[config.mk]
export PLATFORM = sky130hd
export DESIGN_NAME = sync_action_executor
export DESIGN_NICKNAME = d
export VERILOG_FILES = /design/src/pkg/sync_action_pkg.sv /design/src/rtl/sync_action_executor.sv
export VERILOG_INCLUDE_DIRS = /design/src /design/src/pkg
export SDC_FILE = /design/constraint.sdc
export NUM_CORES = 1
export LEC_CHECK = 0
export ABC_AREA = 1
export BUFFER_PORTS_ARGS = -buffer_cell sky130_fd_sc_hd__buf_4
export CAP_MARGIN = 10
export CORE_AREA = 3 3 136 138
export DETAILED_ROUTE_END_ITERATION = 16
export DIE_AREA = 0 0 139 141
export PLACE_DENSITY = 0.6
export SYNTH_ARGS = -nofsm -noshare
export SYNTH_HDL_FRONTEND = slang
export SYNTH_SLANG_ARGS = --single-unit
[constraint.sdc]
create_clock -name sys_clk -period 3.3 [get_ports sys_clk]
set_input_delay 0.495 -clock sys_clk [delete_from_list [all_inputs] [get_ports sys_clk]]
set_output_delay 0.495 -clock sys_clk [all_outputs]
set_load 0.02 [all_outputs]
[src/pkg/sync_action_map.svh]
// register offsets, bit positions and reset values of the synchronous action stage
`ifndef SYNC_ACTION_MAP_SVH
`define SYNC_ACTION_MAP_SVH

// register addresses on the plain register port
`define SYNC_ADDR_FACTOR_LO     4'h0
`define SYNC_ADDR_ACTION_HI     4'h1
`define SYNC_ADDR_MODE_CMD      4'h2
`define SYNC_ADDR_STATUS_THREE  4'h3
`define SYNC_ADDR_MASK          4'h4
`define SYNC_ADDR_BUFFER_LO     4'h5
`define SYNC_ADDR_BUFFER_HI     4'h6

// command codes
`define SYNC_CMD_MODE_SET       8'h64
`define SYNC_CMD_LOGICAL_READ   8'h10

// action select bit positions
`define ACT_FIXED_PLUS          0
`define ACT_FIXED_MINUS         1
`define ACT_CONT_PLUS           2
`define ACT_CONT_MINUS          3
`define ACT_DECEL_STOP          4
`define ACT_INSTANT_STOP        5
`define ACT_LOGICAL_SAVE        6
`define ACT_REAL_SAVE           7
`define ACT_LOGICAL_LOAD        8
`define ACT_REAL_LOAD           9
`define ACT_PULSE_LOAD          10
`define ACT_SPEED_LOAD          11
`define ACT_PULSE_OUT           14
`define ACT_IRQ                 15

// factor select bit positions
`define FAC_LOGICAL_READ        8
`define FAC_COMMAND             9
`define FAC_OTHER_LO            13

// status three bit positions
`define STAT_SYNC_BIT           9

// reset values
`define SYNC_SEL_RESET          16'h0000
`define SYNC_MASK_RESET         16'h0200

`endif

[src/pkg/sync_action_pkg.sv]
// types shared by the synchronous action stage
package sync_action_pkg;
   typedef enum logic [1:0] {
      ARM_IDLE  = 2'b00,
      ARM_READY = 2'b01
   } arm_state_type;
endpackage

[src/rtl/sync_action_executor.sv]
// per-axis synchronous action stage: trigger gating, actions, interrupt
// Functional notes
// fire selects fixed or continuous drive, plus or minus, from low action bits
// real-position load copies the 32-bit staged word into the real counter
// pulse-count load copies the 32-bit staged word into the pulse count
// interrupt action drives irq_out_n low and sets the axis sync flag; the pin goes low only while mask bit 9 is set
// host read of status three clears the sync flag and releases irq_out_n; an interrupt event in the same cycle keeps it set
// also stops, counter save to buffer, logical and speed load, pulse output
// host stages factor and action selections then writes mode command 64h
// each factor and other-axis bit enables its trigger when one
// logical read command 10h is a trigger so saves align across axes
`timescale 1ns/100ps
`include "sync_action_map.svh"
module sync_action_executor #(
   parameter int DATA_W = 32                          // counter width
) (
   input  wire logic              sys_clk,            // 100 MHz system clock
   input  wire logic              rst_n,              // synchronous reset, low
   input  wire logic [3:0]        reg_addr,           // register address
   input  wire logic [15:0]       reg_wdata,          // write data
   input  wire logic              reg_wr,             // write strobe
   input  wire logic              reg_rd,             // read strobe
   output logic      [15:0]       reg_rdata,          // read data, next cycle
   input  wire logic [7:0]        factor_events,      // own comparator/drive/in3 events
   input  wire logic [2:0]        other_axis_fire,    // fire pulses of the other three axes
   input  wire logic [DATA_W-1:0] logical_pos,        // logical position counter
   input  wire logic [DATA_W-1:0] real_pos,           // real position counter
   output logic                   sync_fire,          // this axis fired, pulse
   output logic                   fixed_drive_plus_action,       // drive start and stop pulses
   output logic                   fixed_drive_minus_action,
   output logic                   continuous_drive_plus_action,
   output logic                   continuous_drive_minus_action,
   output logic                   decel_stop_action,
   output logic                   instant_stop_action,
   output logic                   logical_pos_load_action,       // load strobes
   output logic                   real_pos_load_action,
   output logic                   pulse_count_load_action,
   output logic                   speed_load_action,
   output logic      [DATA_W-1:0] load_value,         // staged value for loads
   output logic                   sync_pulse_out,     // external sync pulse
   output logic                   irq_out_n           // interrupt, active low
);
   logic [15:0]       factor_q, factor_d;   // staging low word / factor select
   logic [15:0]       action_q, action_d;   // staging high word / action select
   logic [15:0]       fac_arm_q, fac_arm_d; // armed factor selection
   logic [15:0]       act_arm_q, act_arm_d; // armed action selection
   logic [15:0]       mask_q, mask_d;
   logic              sync_flag_q, sync_flag_d;
   logic [DATA_W-1:0] buffer_q, buffer_d;
   logic [15:0]       rdata_q, rdata_d;
   logic [15:0]       act_pulse_q, act_pulse_d;
   logic [DATA_W-1:0] load_q, load_d;
   sync_action_pkg::arm_state_type state_q, state_d;
   // staging and armed copies; arming is a snapshot, not a live link
   localparam int OWN_N = 10;               // own-axis trigger sources
   localparam int SRC_N = OWN_N + 3;        // plus three linked axes
   logic              fire;
   logic [OWN_N-1:0]  trig_src;
   logic [SRC_N-1:0]  src_hit;              // enabled sources seen this cycle
   logic              read_status;

   // trigger sources, each gated by its own armed factor bit
   always_comb begin
      trig_src[7:0] = factor_events;
      trig_src[8]   = reg_wr && reg_addr == `SYNC_ADDR_MODE_CMD
                      && reg_wdata[7:0] == `SYNC_CMD_LOGICAL_READ;
      trig_src[9]   = reg_wr && reg_addr == `SYNC_ADDR_MODE_CMD
                      && reg_wdata[7:0] != `SYNC_CMD_MODE_SET
                      && reg_wdata[7:0] != `SYNC_CMD_LOGICAL_READ;
   end

   // per-source gate: a factor bit written as zero silences its source
   // linked axes map onto factor bits 13 to 15 in order
   for (genvar g = 0; g < SRC_N; g++) begin : g_src
      if (g < OWN_N) begin : g_own
         assign src_hit[g] = trig_src[g] && fac_arm_q[g];
      end else begin : g_link
         assign src_hit[g] = other_axis_fire[g-OWN_N]
                             && fac_arm_q[g-OWN_N+`FAC_OTHER_LO];
      end
   end

   // fire only while armed; reserved factor bits 10 to 12 never gate anything
   assign fire = (state_q == sync_action_pkg::ARM_READY) && (|src_hit);
   assign read_status = reg_rd && reg_addr == `SYNC_ADDR_STATUS_THREE;

   // register writes and arming, the host side of the block
   always_comb begin
      factor_d    = factor_q;
      action_d    = action_q;
      fac_arm_d   = fac_arm_q;
      act_arm_d   = act_arm_q;
      mask_d      = mask_q;
      state_d     = state_q;
      if (reg_wr) begin
         case (reg_addr)
            `SYNC_ADDR_FACTOR_LO: factor_d = reg_wdata;
            `SYNC_ADDR_ACTION_HI: action_d = reg_wdata;
            `SYNC_ADDR_MASK:      mask_d   = reg_wdata;
            `SYNC_ADDR_MODE_CMD: begin
               if (reg_wdata[7:0] == `SYNC_CMD_MODE_SET) begin
                  // selections latch from staging so later data writes are free
                  fac_arm_d = factor_q;
                  act_arm_d = action_q;
                  state_d   = sync_action_pkg::ARM_READY;
               end
            end
            default: ;
         endcase
      end
   end

   // configuration registers; a fresh 64h write re-arms with new selections
   always_ff @(posedge sys_clk) begin
      if (!rst_n) begin
         factor_q    <= `SYNC_SEL_RESET;
         action_q    <= `SYNC_SEL_RESET;
         fac_arm_q   <= `SYNC_SEL_RESET;
         act_arm_q   <= `SYNC_SEL_RESET;
         mask_q      <= `SYNC_MASK_RESET;
         state_q     <= sync_action_pkg::ARM_IDLE;
      end else begin
         factor_q    <= factor_d;
         action_q    <= action_d;
         fac_arm_q   <= fac_arm_d;
         act_arm_q   <= act_arm_d;
         mask_q      <= mask_d;
         state_q     <= state_d;
      end
   end

   // action execution at the event; pulses fall back low in any cycle without an event
   always_comb begin
      buffer_d    = buffer_q;
      load_d      = load_q;
      act_pulse_d = '0;
      if (fire) begin
         act_pulse_d = act_arm_q;
         if (act_arm_q[`ACT_LOGICAL_SAVE])
            buffer_d = logical_pos;
         else if (act_arm_q[`ACT_REAL_SAVE])
            buffer_d = real_pos;
         // staged word is taken as it stands at the event
         if (act_arm_q[`ACT_SPEED_LOAD] && !(|act_arm_q[10:8]))
            load_d = DATA_W'(factor_q);
         else
            load_d = DATA_W'({action_q, factor_q});
      end
   end

   // action pulses, save buffer and load word
   always_ff @(posedge sys_clk) begin
      if (!rst_n) begin
         buffer_q    <= '0;
         load_q      <= '0;
         act_pulse_q <= '0;
      end else begin
         buffer_q    <= buffer_d;
         load_q      <= load_d;
         act_pulse_q <= act_pulse_d;
      end
   end

   // sticky sync flag: an event in the clearing read cycle wins
   always_comb begin
      sync_flag_d = sync_flag_q;
      if (read_status)
         sync_flag_d = 1'b0;
      if (fire && act_arm_q[`ACT_IRQ])
         sync_flag_d = 1'b1;
   end

   // sync flag register; only a status read or reset lowers it
   // so an unread interrupt is never lost
   always_ff @(posedge sys_clk) begin
      if (!rst_n) begin
         sync_flag_q <= 1'b0;
      end else begin
         sync_flag_q <= sync_flag_d;
      end
   end

   // read mux, data stand in the cycle after the strobe
   always_comb begin
      rdata_d = 16'h0000;
      if (reg_rd) begin
         case (reg_addr)
            `SYNC_ADDR_STATUS_THREE: rdata_d[`STAT_SYNC_BIT] = sync_flag_q;
            `SYNC_ADDR_MASK:         rdata_d = mask_q;
            `SYNC_ADDR_BUFFER_LO:    rdata_d = buffer_q[15:0];
            `SYNC_ADDR_BUFFER_HI:    rdata_d = buffer_q[31:16];
            default:                 rdata_d = 16'h0000;
         endcase
      end
   end

   // read data register; zero outside the answer cycle
   // keeps a shared bus quiet when this axis is not addressed
   always_ff @(posedge sys_clk) begin
      if (!rst_n) begin
         rdata_q     <= 16'h0000;
      end else begin
         rdata_q     <= rdata_d;
      end
   end

   // action pulses come one cycle after the event, from flops
   assign sync_fire                     = act_pulse_q != '0;
   assign fixed_drive_plus_action       = act_pulse_q[`ACT_FIXED_PLUS];
   assign fixed_drive_minus_action      = act_pulse_q[`ACT_FIXED_MINUS];
   assign continuous_drive_plus_action  = act_pulse_q[`ACT_CONT_PLUS];
   assign continuous_drive_minus_action = act_pulse_q[`ACT_CONT_MINUS];
   assign decel_stop_action             = act_pulse_q[`ACT_DECEL_STOP];
   assign instant_stop_action           = act_pulse_q[`ACT_INSTANT_STOP];
   assign logical_pos_load_action       = act_pulse_q[`ACT_LOGICAL_LOAD];
   assign real_pos_load_action          = act_pulse_q[`ACT_REAL_LOAD];
   assign pulse_count_load_action       = act_pulse_q[`ACT_PULSE_LOAD];
   assign speed_load_action             = act_pulse_q[`ACT_SPEED_LOAD];
   assign sync_pulse_out                = act_pulse_q[`ACT_PULSE_OUT];
   assign load_value                    = load_q;
   assign reg_rdata                     = rdata_q;
   // mask reset keeps the sync flag routed to the pin by default
   assign irq_out_n = !(sync_flag_q && mask_q[`STAT_SYNC_BIT]);
endmodule

==> Word-level counts from Yosys, hierarchy flattened <==
Cells that the tools add are included.
{ "totals": {"out_inout_bits": 61, "register_bits": 178, "in_bits": 99, "wordCells": 66} }
{ "op_classes": {"muxes": 8, "reduce_logical": 37, "n_eq_ne": 10} }
{ "op_table": {"columns": ["operator", "count"], "rows": [
  ["2-to-1 mux 32 bit", 3],
  ["case mux 9 bit (3 select lines)", 1],
  ["logical AND 1 bit", 22],
  ["case mux 6 bit (3 select lines)", 1],
  ["nonzero test 16 bit", 1],
  ["OR reduction 13 bit", 1],
  ["equality test 4 x 3 -> 1 bit (second input constant)", 3],
  ["AND reduction 2 bit", 6],
  ["equality test 4 x 2 -> 1 bit (second input constant)", 2],
  ["equality test 8 x 5 -> 1 bit (second input constant)", 1],
  ["equality test 8 x 7 -> 1 bit (second input constant)", 1],
  ["!= test 8 x 5 -> 1 bit (second input constant)", 1],
  ["!= test 8 x 7 -> 1 bit (second input constant)", 1],
  ["equality test 4 x 1 -> 1 bit (second input constant)", 1],
  ["zero test 4 bit", 1],
  ["case mux 1 bit (4 select lines)", 1],
  ["nonzero test 2 bit", 2],
  ["AND reduction 3 bit", 1],
  ["OR reduction 3 bit", 1],
  ["zero test 1 bit", 2],
  ["2-to-1 mux 1 bit", 2]
]} }

==> Longest topological paths before layout <==
Gate-level depths: netlist of run 1.
{ "depth": {"depth_word": 9, "depth_mapped": 12, "mapped_depth_nobuf": 11} }

==> Worst setup path before layout of run 1 <==
No wires, ideal clock.
{ "synth_timing": {"path_type": "input to register", "startpoint": "in reg_addr[2]", "endpoint": "reg load_q[10], in the netlist load_value[10]", "t_required_ps": 3184, "setup_ps": 116, "t_arrival_ps": 1557, "n_path_buf": 1, "slack_ps": 1627, "path_stages": 9, "cell_sequence": "nor2_2 > nand3_1 > nor2_1 > nand3_2 > nand2_1 > nand2_1 > buf_2 > o21ai_0 > nor2_1"} }
{ "synth_via": {"elab_chain_len": 7, "elab_cells_between_ends": 9, "cone_classes": "eq/ne (1); reduce/logical (8)"} }
{ "synth_rtl": {"columns": ["element", "line_no", "source"], "rows": [
  ["start, declared", "sync_action_executor.sv:19", "input wire logic [3:0] reg_addr,"],
  ["equality test 4 x 2 -> 1 bit *", null, null],
  ["logical AND 1 bit (no line) *", null, null],
  ["logical AND 1 bit (no line) (2 in a row)", null, null],
  ["logical AND 1 bit", "sync_action_executor.sv:76", "assign src_hit[g] = trig_src[g] && fac_arm_q[g];"],
  ["OR reduction 13 bit *", "sync_action_executor.sv:84", "assign fire = (state_q == sync_action_pkg::ARM_READY) && (|src_hit);"],
  ["logical AND 1 bit *", "sync_action_executor.sv:84", null],
  ["end signal, assigned", "sync_action_executor.sv:159", "load_q <= load_d;"],
  ["end, declared", "sync_action_executor.sv:52", "logic [DATA_W-1:0] load_q, load_d;"]
]} }
Mark *: on every way between the ends. The rest lies on a longest branch, timed or not.
A chain may end at the register's enable or synchronous reset.

==> Final worst setup path of run 1 <==
{ "layout_timing": {"startpoint": "in reg_addr[3]", "endpoint": "reg mask_q[0]"} }
{ "layout_via": {"elab_chain_len": 2} }
{ "layout_rtl": {"columns": ["element", "line_no", "source"], "rows": [
  ["equality test 4 x 3 -> 1 bit", "sync_action_executor.sv:96", "case (reg_addr)"],
  ["AND reduction 2 bit (no line)", null, null],
  ["end signal, assigned", "sync_action_executor.sv:120", "mask_q <= `SYNC_MASK_RESET;"],
  ["end signal, assigned", "sync_action_executor.sv:127", "mask_q <= mask_d;"],
  ["end, declared", "sync_action_executor.sv:47", "logic [15:0] mask_q, mask_d;"]
]} }
Every way passes these cells.

==> results of run 1 <==
metal layers:
layer / vias to the layer above / part of all wire (%)
li1: 3299 / -
met1: 2766 / 47
met2: 189 / 46
met3: 16 / 6.3
met4: 0 / 0.98
met5: - / 0
cells in the final DEF, fill, tap and decap left out, types with 6 or more instances in the layout:
master and count:
nand2_1 232, dfxtp_1 175, buf_4 169, nor2_1 145
inv_1 110, o21ai_0 96, a21oi_1 68, nand3_1 22
clkbuf_16 17, o21ai_1 15, o221ai_1 9, o21ai_2 7
nor3_1 6
per-stage QoR:
step	power (mW)	utilization [%]	worst slack [ps]	instance area (sq um)
finish	4.35	51.0	1170	8820
global route	4.48	51.0	936	8820
CTS	4.38	51.0	1170	8820
detailed placement	2.40	47.6	709	8240
global placement	2.40	47.6	677	8240
floorplan	2.27	-	1630	6930
registers in the layout (all words and copies together) (netlist names):
signal,flops
buffer_q,32
load_value,32
act_arm_q,16
act_pulse_q,16
action_q,16
factor_q,16
mask_q,16
reg_rdata,16
fac_arm_q,13
state_q,1
sync_flag_q,1
layout make-up:
type / instances / area share, %
Sequential cell: 175 / 39.7
Clock inverter: 15 / 1.80
Timing Repair Buffer: 169 / 14.4
Multi-Input combinational cell: 621 / 31.2
Inverter: 114 / 4.85
Clock buffer: 17 / 4.82
Tap cell: 225 / 3.19
critical path, stage by stage:
cell	delay [ps]
buf_4	110
nor2_1	140
nand2_1	360
inv_1	230
nand2_1	480
o21ai_0	510
a21oi_1	70
cell families (layout without fill, tap and decap cells):
family	Yosys count	count (layout)	synth area share, %
AOI/OAI and AO/OA	201	201	15.7
and+or+nand+nor	420	420	24.1
DFF	175	175	50.5
buffers and inverters	166	315	9.73
where the power goes:
| part | internal [mW] | switching, mW |
|---|---|---|
| logic | 0.105 | 0.119 |
| clock network | 1.13 | 0.867 |
| registers | 2.12 | 0.00695 |
| total | 3.35 | 0.993 |
path summary, 6_finish.rpt:
check        slack [ps]              to           from  depth (start not counted)
min                 340       mask_q[9]   reg_wdata[9]                          3
max reg2reg        1260     buffer_q[2]  fac_arm_q[15]                         11
max                1170       mask_q[0]    reg_addr[3]                          7
min reg2reg         440  act_pulse_q[5]   act_arm_q[5]                          2
==> flow_summary.toml, run 1 <==
[clock_network]
cts_setup_buffers = 0
cts_resized = 0
clock-sinks = 175
cts.path.max_buffers = 2
postCtsHoldBufs = 0
root_buffer = "clkbuf_16"
cts.clk_slew.worst_paths_ps = 70
insertion_delay_ps = 430
cts_max_level = 4
cts_tree = "built"
cts_buffers = 17

[grt]
antenna_found_initial = 0
grt_use_total_pct = 19.1
met1_usage_pct = 25.8
overflow = 0
grt_max_degree = 65
grt_pass1_wl_mm = 30.1
grtUsageMet3_pct = 4.44
first_global_vias = 5853
use_met2_pct = 30.7
top_usage_layer = "met2"

[power_and_ir_drop]
ir_drop_v = 0.000345
power.density_nw_per_um2 = 493
leakage_nw = 4.09

[setup_path]
critPathMaxFanout = 26
critPathKind = "in -> reg"
crit_path_start_kind = "input pin"
cp.arrival_ps = 2410
required_ps = 3590
cp-end-kind = "register"

[synth]
ys_ff_latch = 175
syn_inst = 962
synth_edf_count = 0
yosys_warnings = 0
synth_top_area_share_pct = 50.5
async_flop_share_pct = 0
syn_area_per_cell_sq_um = 7.21
yosysSeqAreaShare_pct = 50.5
synthFlopType = "dfxtp_1"
netlist_area_sq_um = 6930
synthDistinctLibCells = 28
synth.most_common_cell = "nand2_1"
syn_nets = 1061
yosys.area.top_type = "dfxtp_1"
ys_top_cells_by_area = "dfxtp_1, nand2_1, nor2_1, o21ai_0, inv_1"
synth.top_cells.by_count = "nand2_1, dfxtp_1, nor2_1"

[floorplan]
fp-row-count = 48
initial_utilization_pct = 40.1
dieArea_sq_um = 19600
dieWidth_um = 139
pin_count = 160
die_y_um = 141
coreArea_sq_um = 17300

[status]
outcome = "finished, final reports clean"

[job]
drv_cap = 0

[place]
post-place-cells = 1304
place_congestion = 0.784
port_buffers = 159
dp_hpwl_mm = 13.4

[cells_and_area]
areaGrowthSynthToFinish_pct = 27.2
drive_above_1_share_pct = 19.6
regArea_sq_um = 3500
nets = 1197
multi_input_area_sq_um = 2760
nFillCells = 1787
fin_cells = 1336
diodes = 0

[sta]
tns_ps = 0
slew_headroom_pct = 39.4
setup_violations = 0
timing.final.max_slew_violations = 0
rsz0062_at_grt = "no"
max_freq_mhz = 470
min_period_ps = 2130
tightest_slew_ps = 907
finalHoldViolations = 0
fin_skew_ps = 8.23
whs_ps = 345
fin_crit_sh_pct = 64.5

[drt]
drt_iter0_drc = 391
ant_nets = 0
wire_per_inst_um = 14.1
drt_wl_total_mm = 18.8
drc_errors = 0
via_count = 6270
vias_per_cell = 4.69
first_pass_iters = 5

[hold_path]
hold_class = "in -> reg"
Power figures use the tool's default switching activity.
==> run 2: changes to the inputs <==
- ABC_AREA: 1 -> 0
- CORE_AREA: 3 3 136 138 -> 3 3 138 140
- DIE_AREA: 0 0 139 141 -> 0 0 141 143
- PLACE_DENSITY: 0.6 -> 0.59
- clock period: 3.3 -> 2 ns (I/O delays scaled with it)
==> flow_summary.toml, run 2 <==
[synth]
syn_nets = 905
synth_edf_count = 0
synthDistinctLibCells = 36
ys_top_cells_by_area = "dfxtp_1, nand2_1, mux2i_1, o221a_1, a21boi_0"
synth_top_family_by_area = "simple AND/OR/NAND/NOR gates"
yosysSeqAreaShare_pct = 49.5
synth-adder-area-share_pct = 0
synth.most_common_cell = "nand2_1"
synth_xor_area_share_pct = 0
yosys_warnings = 0
yosys.area.top_type = "dfxtp_1"
syn_area_per_cell_sq_um = 8.78
ys_ff_latch = 175
async_flop_share_pct = 0
synth_top_area_share_pct = 49.5
synthFlopType = "dfxtp_1"
synth.top_cells.by_count = "nand2_1, dfxtp_1, nor2_1"
syn_inst = 806
synthMuxAreaShare_pct = 9.05
netlist_area_sq_um = 7080
synth-simple-area-share_pct = 19.3
synth_compound_area_share_pct = 16.6

[sta]
rsz0062_at_grt = "no"
timing.final.max_slew_violations = 0
tns_ps = 0
slew_headroom_pct = 51.7
fin_ws_ps = 112
setup_violations = 0
finalHoldViolations = 0
max_freq_mhz = 530
fin_skew_ps = 8.04
tightest_slew_ps = 722
min_period_ps = 1890
whs_ps = 147
fin_crit_sh_pct = 94.4

[floorplan]
die_y_um = 143
dieWidth_um = 141
dieArea_sq_um = 20200
fp-row-count = 49
initial_utilization_pct = 39.4
pin_count = 160
coreArea_sq_um = 18000

[cells_and_area]
multi_input_area_sq_um = 3190
regArea_sq_um = 3500
mostFrequentLayoutCells = "nand2_1, buf_4, dfxtp_1, nor2_1, mux2i_1"
nets = 1054
diodes = 0
nFillCells = 1694
fin_cells = 1197
areaGrowthSynthToFinish_pct = 31.1
drive_above_1_share_pct = 23.5
final_common_cell = "nand2_1"

[setup_path]
critPathMaxFanout = 2
critPathTopFamily = "simple AND/OR/NAND/NOR gates"
max_stage_delay_ps = 460
crit_path_start_kind = "register"
cp-end-kind = "output pin"
critPathKind = "reg -> out"
cp.arrival_ps = 1590
cp_cell_sequence = "nor4_2 -> nand4_1 -> buf_4"
required_ps = 1700
reg2reg_slack_ps = 260
cp_slowest_cell = "nor4_2"
crit_buf_inv = 1

[drt]
drt_wl_total_mm = 19.8
ant_nets = 0
drc_errors = 0
first_pass_iters = 5
drt_iter0_drc = 418
via_count = 5880
vias_per_cell = 4.91
wire_per_inst_um = 16.6

[status]
outcome = "finished, final reports clean"

[grt]
antenna_found_initial = 0
grtUsageMet3_pct = 5.06
grt_use_total_pct = 19.7
top_usage_layer = "met1"
overflow = 0
met1_usage_pct = 28.9
use_met2_pct = 28.8
grt_pass1_wl_mm = 31.0
first_global_vias = 5468
grt_max_degree = 99

[place]
place_congestion = 0.820
port_buffers = 159
dpl_worst_slack_ps = -7.48
dp_hpwl_mm = 14.1
post-place-cells = 1165

[clock_network]
cts_buffers = 17
cts_max_level = 4
clock-sinks = 175
root_buffer = "clkbuf_16"
cts_tree = "built"
cts_resized = 1
cts.clk_slew.worst_paths_ps = 70
postCtsHoldBufs = 0
cts_setup_buffers = 0
insertion_delay_ps = 430
cts.path.max_buffers = 2

[job]
drv_cap = 0

[power_and_ir_drop]
leakage_nw = 3.96
power.density_nw_per_um2 = 799
power_mw = 7.41
ir_drop_v = 0.000675

[hold_path]
hold_class = "in -> reg"
==> run 2: cell types whose count changed in the layout (fill, tap and decap cells not counted), sizes merged, moves of 9 or more <==
cell	previous run	this run
nand2	233	197
and3	0	17
o221a	0	33
inv	117	36
o221ai	9	0
nor2	149	66
o21ai	118	4
a21boi	0	61
buf	169	191
nand3	24	2
a21oi	69	48
nor2b	0	18
mux2i	0	64
==> run 2: kinds of logic (layout without fill, tap and decap cells) <==
logic type	count (synthesis)	in the layout
flip-flops	175	175
multiplexers	64	64
buffers and inverters	94	256
AND/OR/NAND/NOR	318	318
AO/OA/AOI/OAI	155	155
==> run 2: worst register-to-register path: stages (launching register included) <==
cell	delay (ps)
dfxtp_1	330
a222oi_1	390
nand3_2	200
o221a_4	310
buf_12	160
o221a_1	240
==> run 2: per-layer routing <==
layer	up-vias	routed length, um
met5	-	0
met4	0	312
met3	21	1000
met2	125	8730
met1	2733	9770
li1	3001	-
==> run 2: final timing paths <==
check	start	depth (start not counted)	end
max	act_pulse_q[10]	3	sync_fire
min	reg_wdata[9]	3	mask_q[9]
max reg2reg	fac_arm_q[1]	5	buffer_q[18]
min reg2reg	load_value[1]	2	load_value[1]
==> run 2: cell type report <==
class | count | share of cell area, %
tap | 229 | 3.09
multi-input combinational | 537 | 34.4
timing repair buffer | 191 | 16.7
clock inverter | 12 | 1.97
inverter | 33 | 1.33
clock buffer | 20 | 4.81
sequential | 175 | 37.7
==> run 2: through the flow <==
step / util (%) / instance area [sq um]
global route: 51.7 / 9280
detailed placement: 48.1 / 8650
global placement: 48.1 / 8650
CTS: 51.7 / 9280
floorplan: - / 7080
finish: 51.7 / 9280
==> run 2: where the power goes <==
| part | switching (mW) | internal (mW) | total (mW) |
|---|---|---|---|
| sequential | 0.0106 | 3.50 | 3.51 |
| clock | 1.40 | 2.14 | 3.54 |
| combinational | 0.174 | 0.197 | 0.370 |
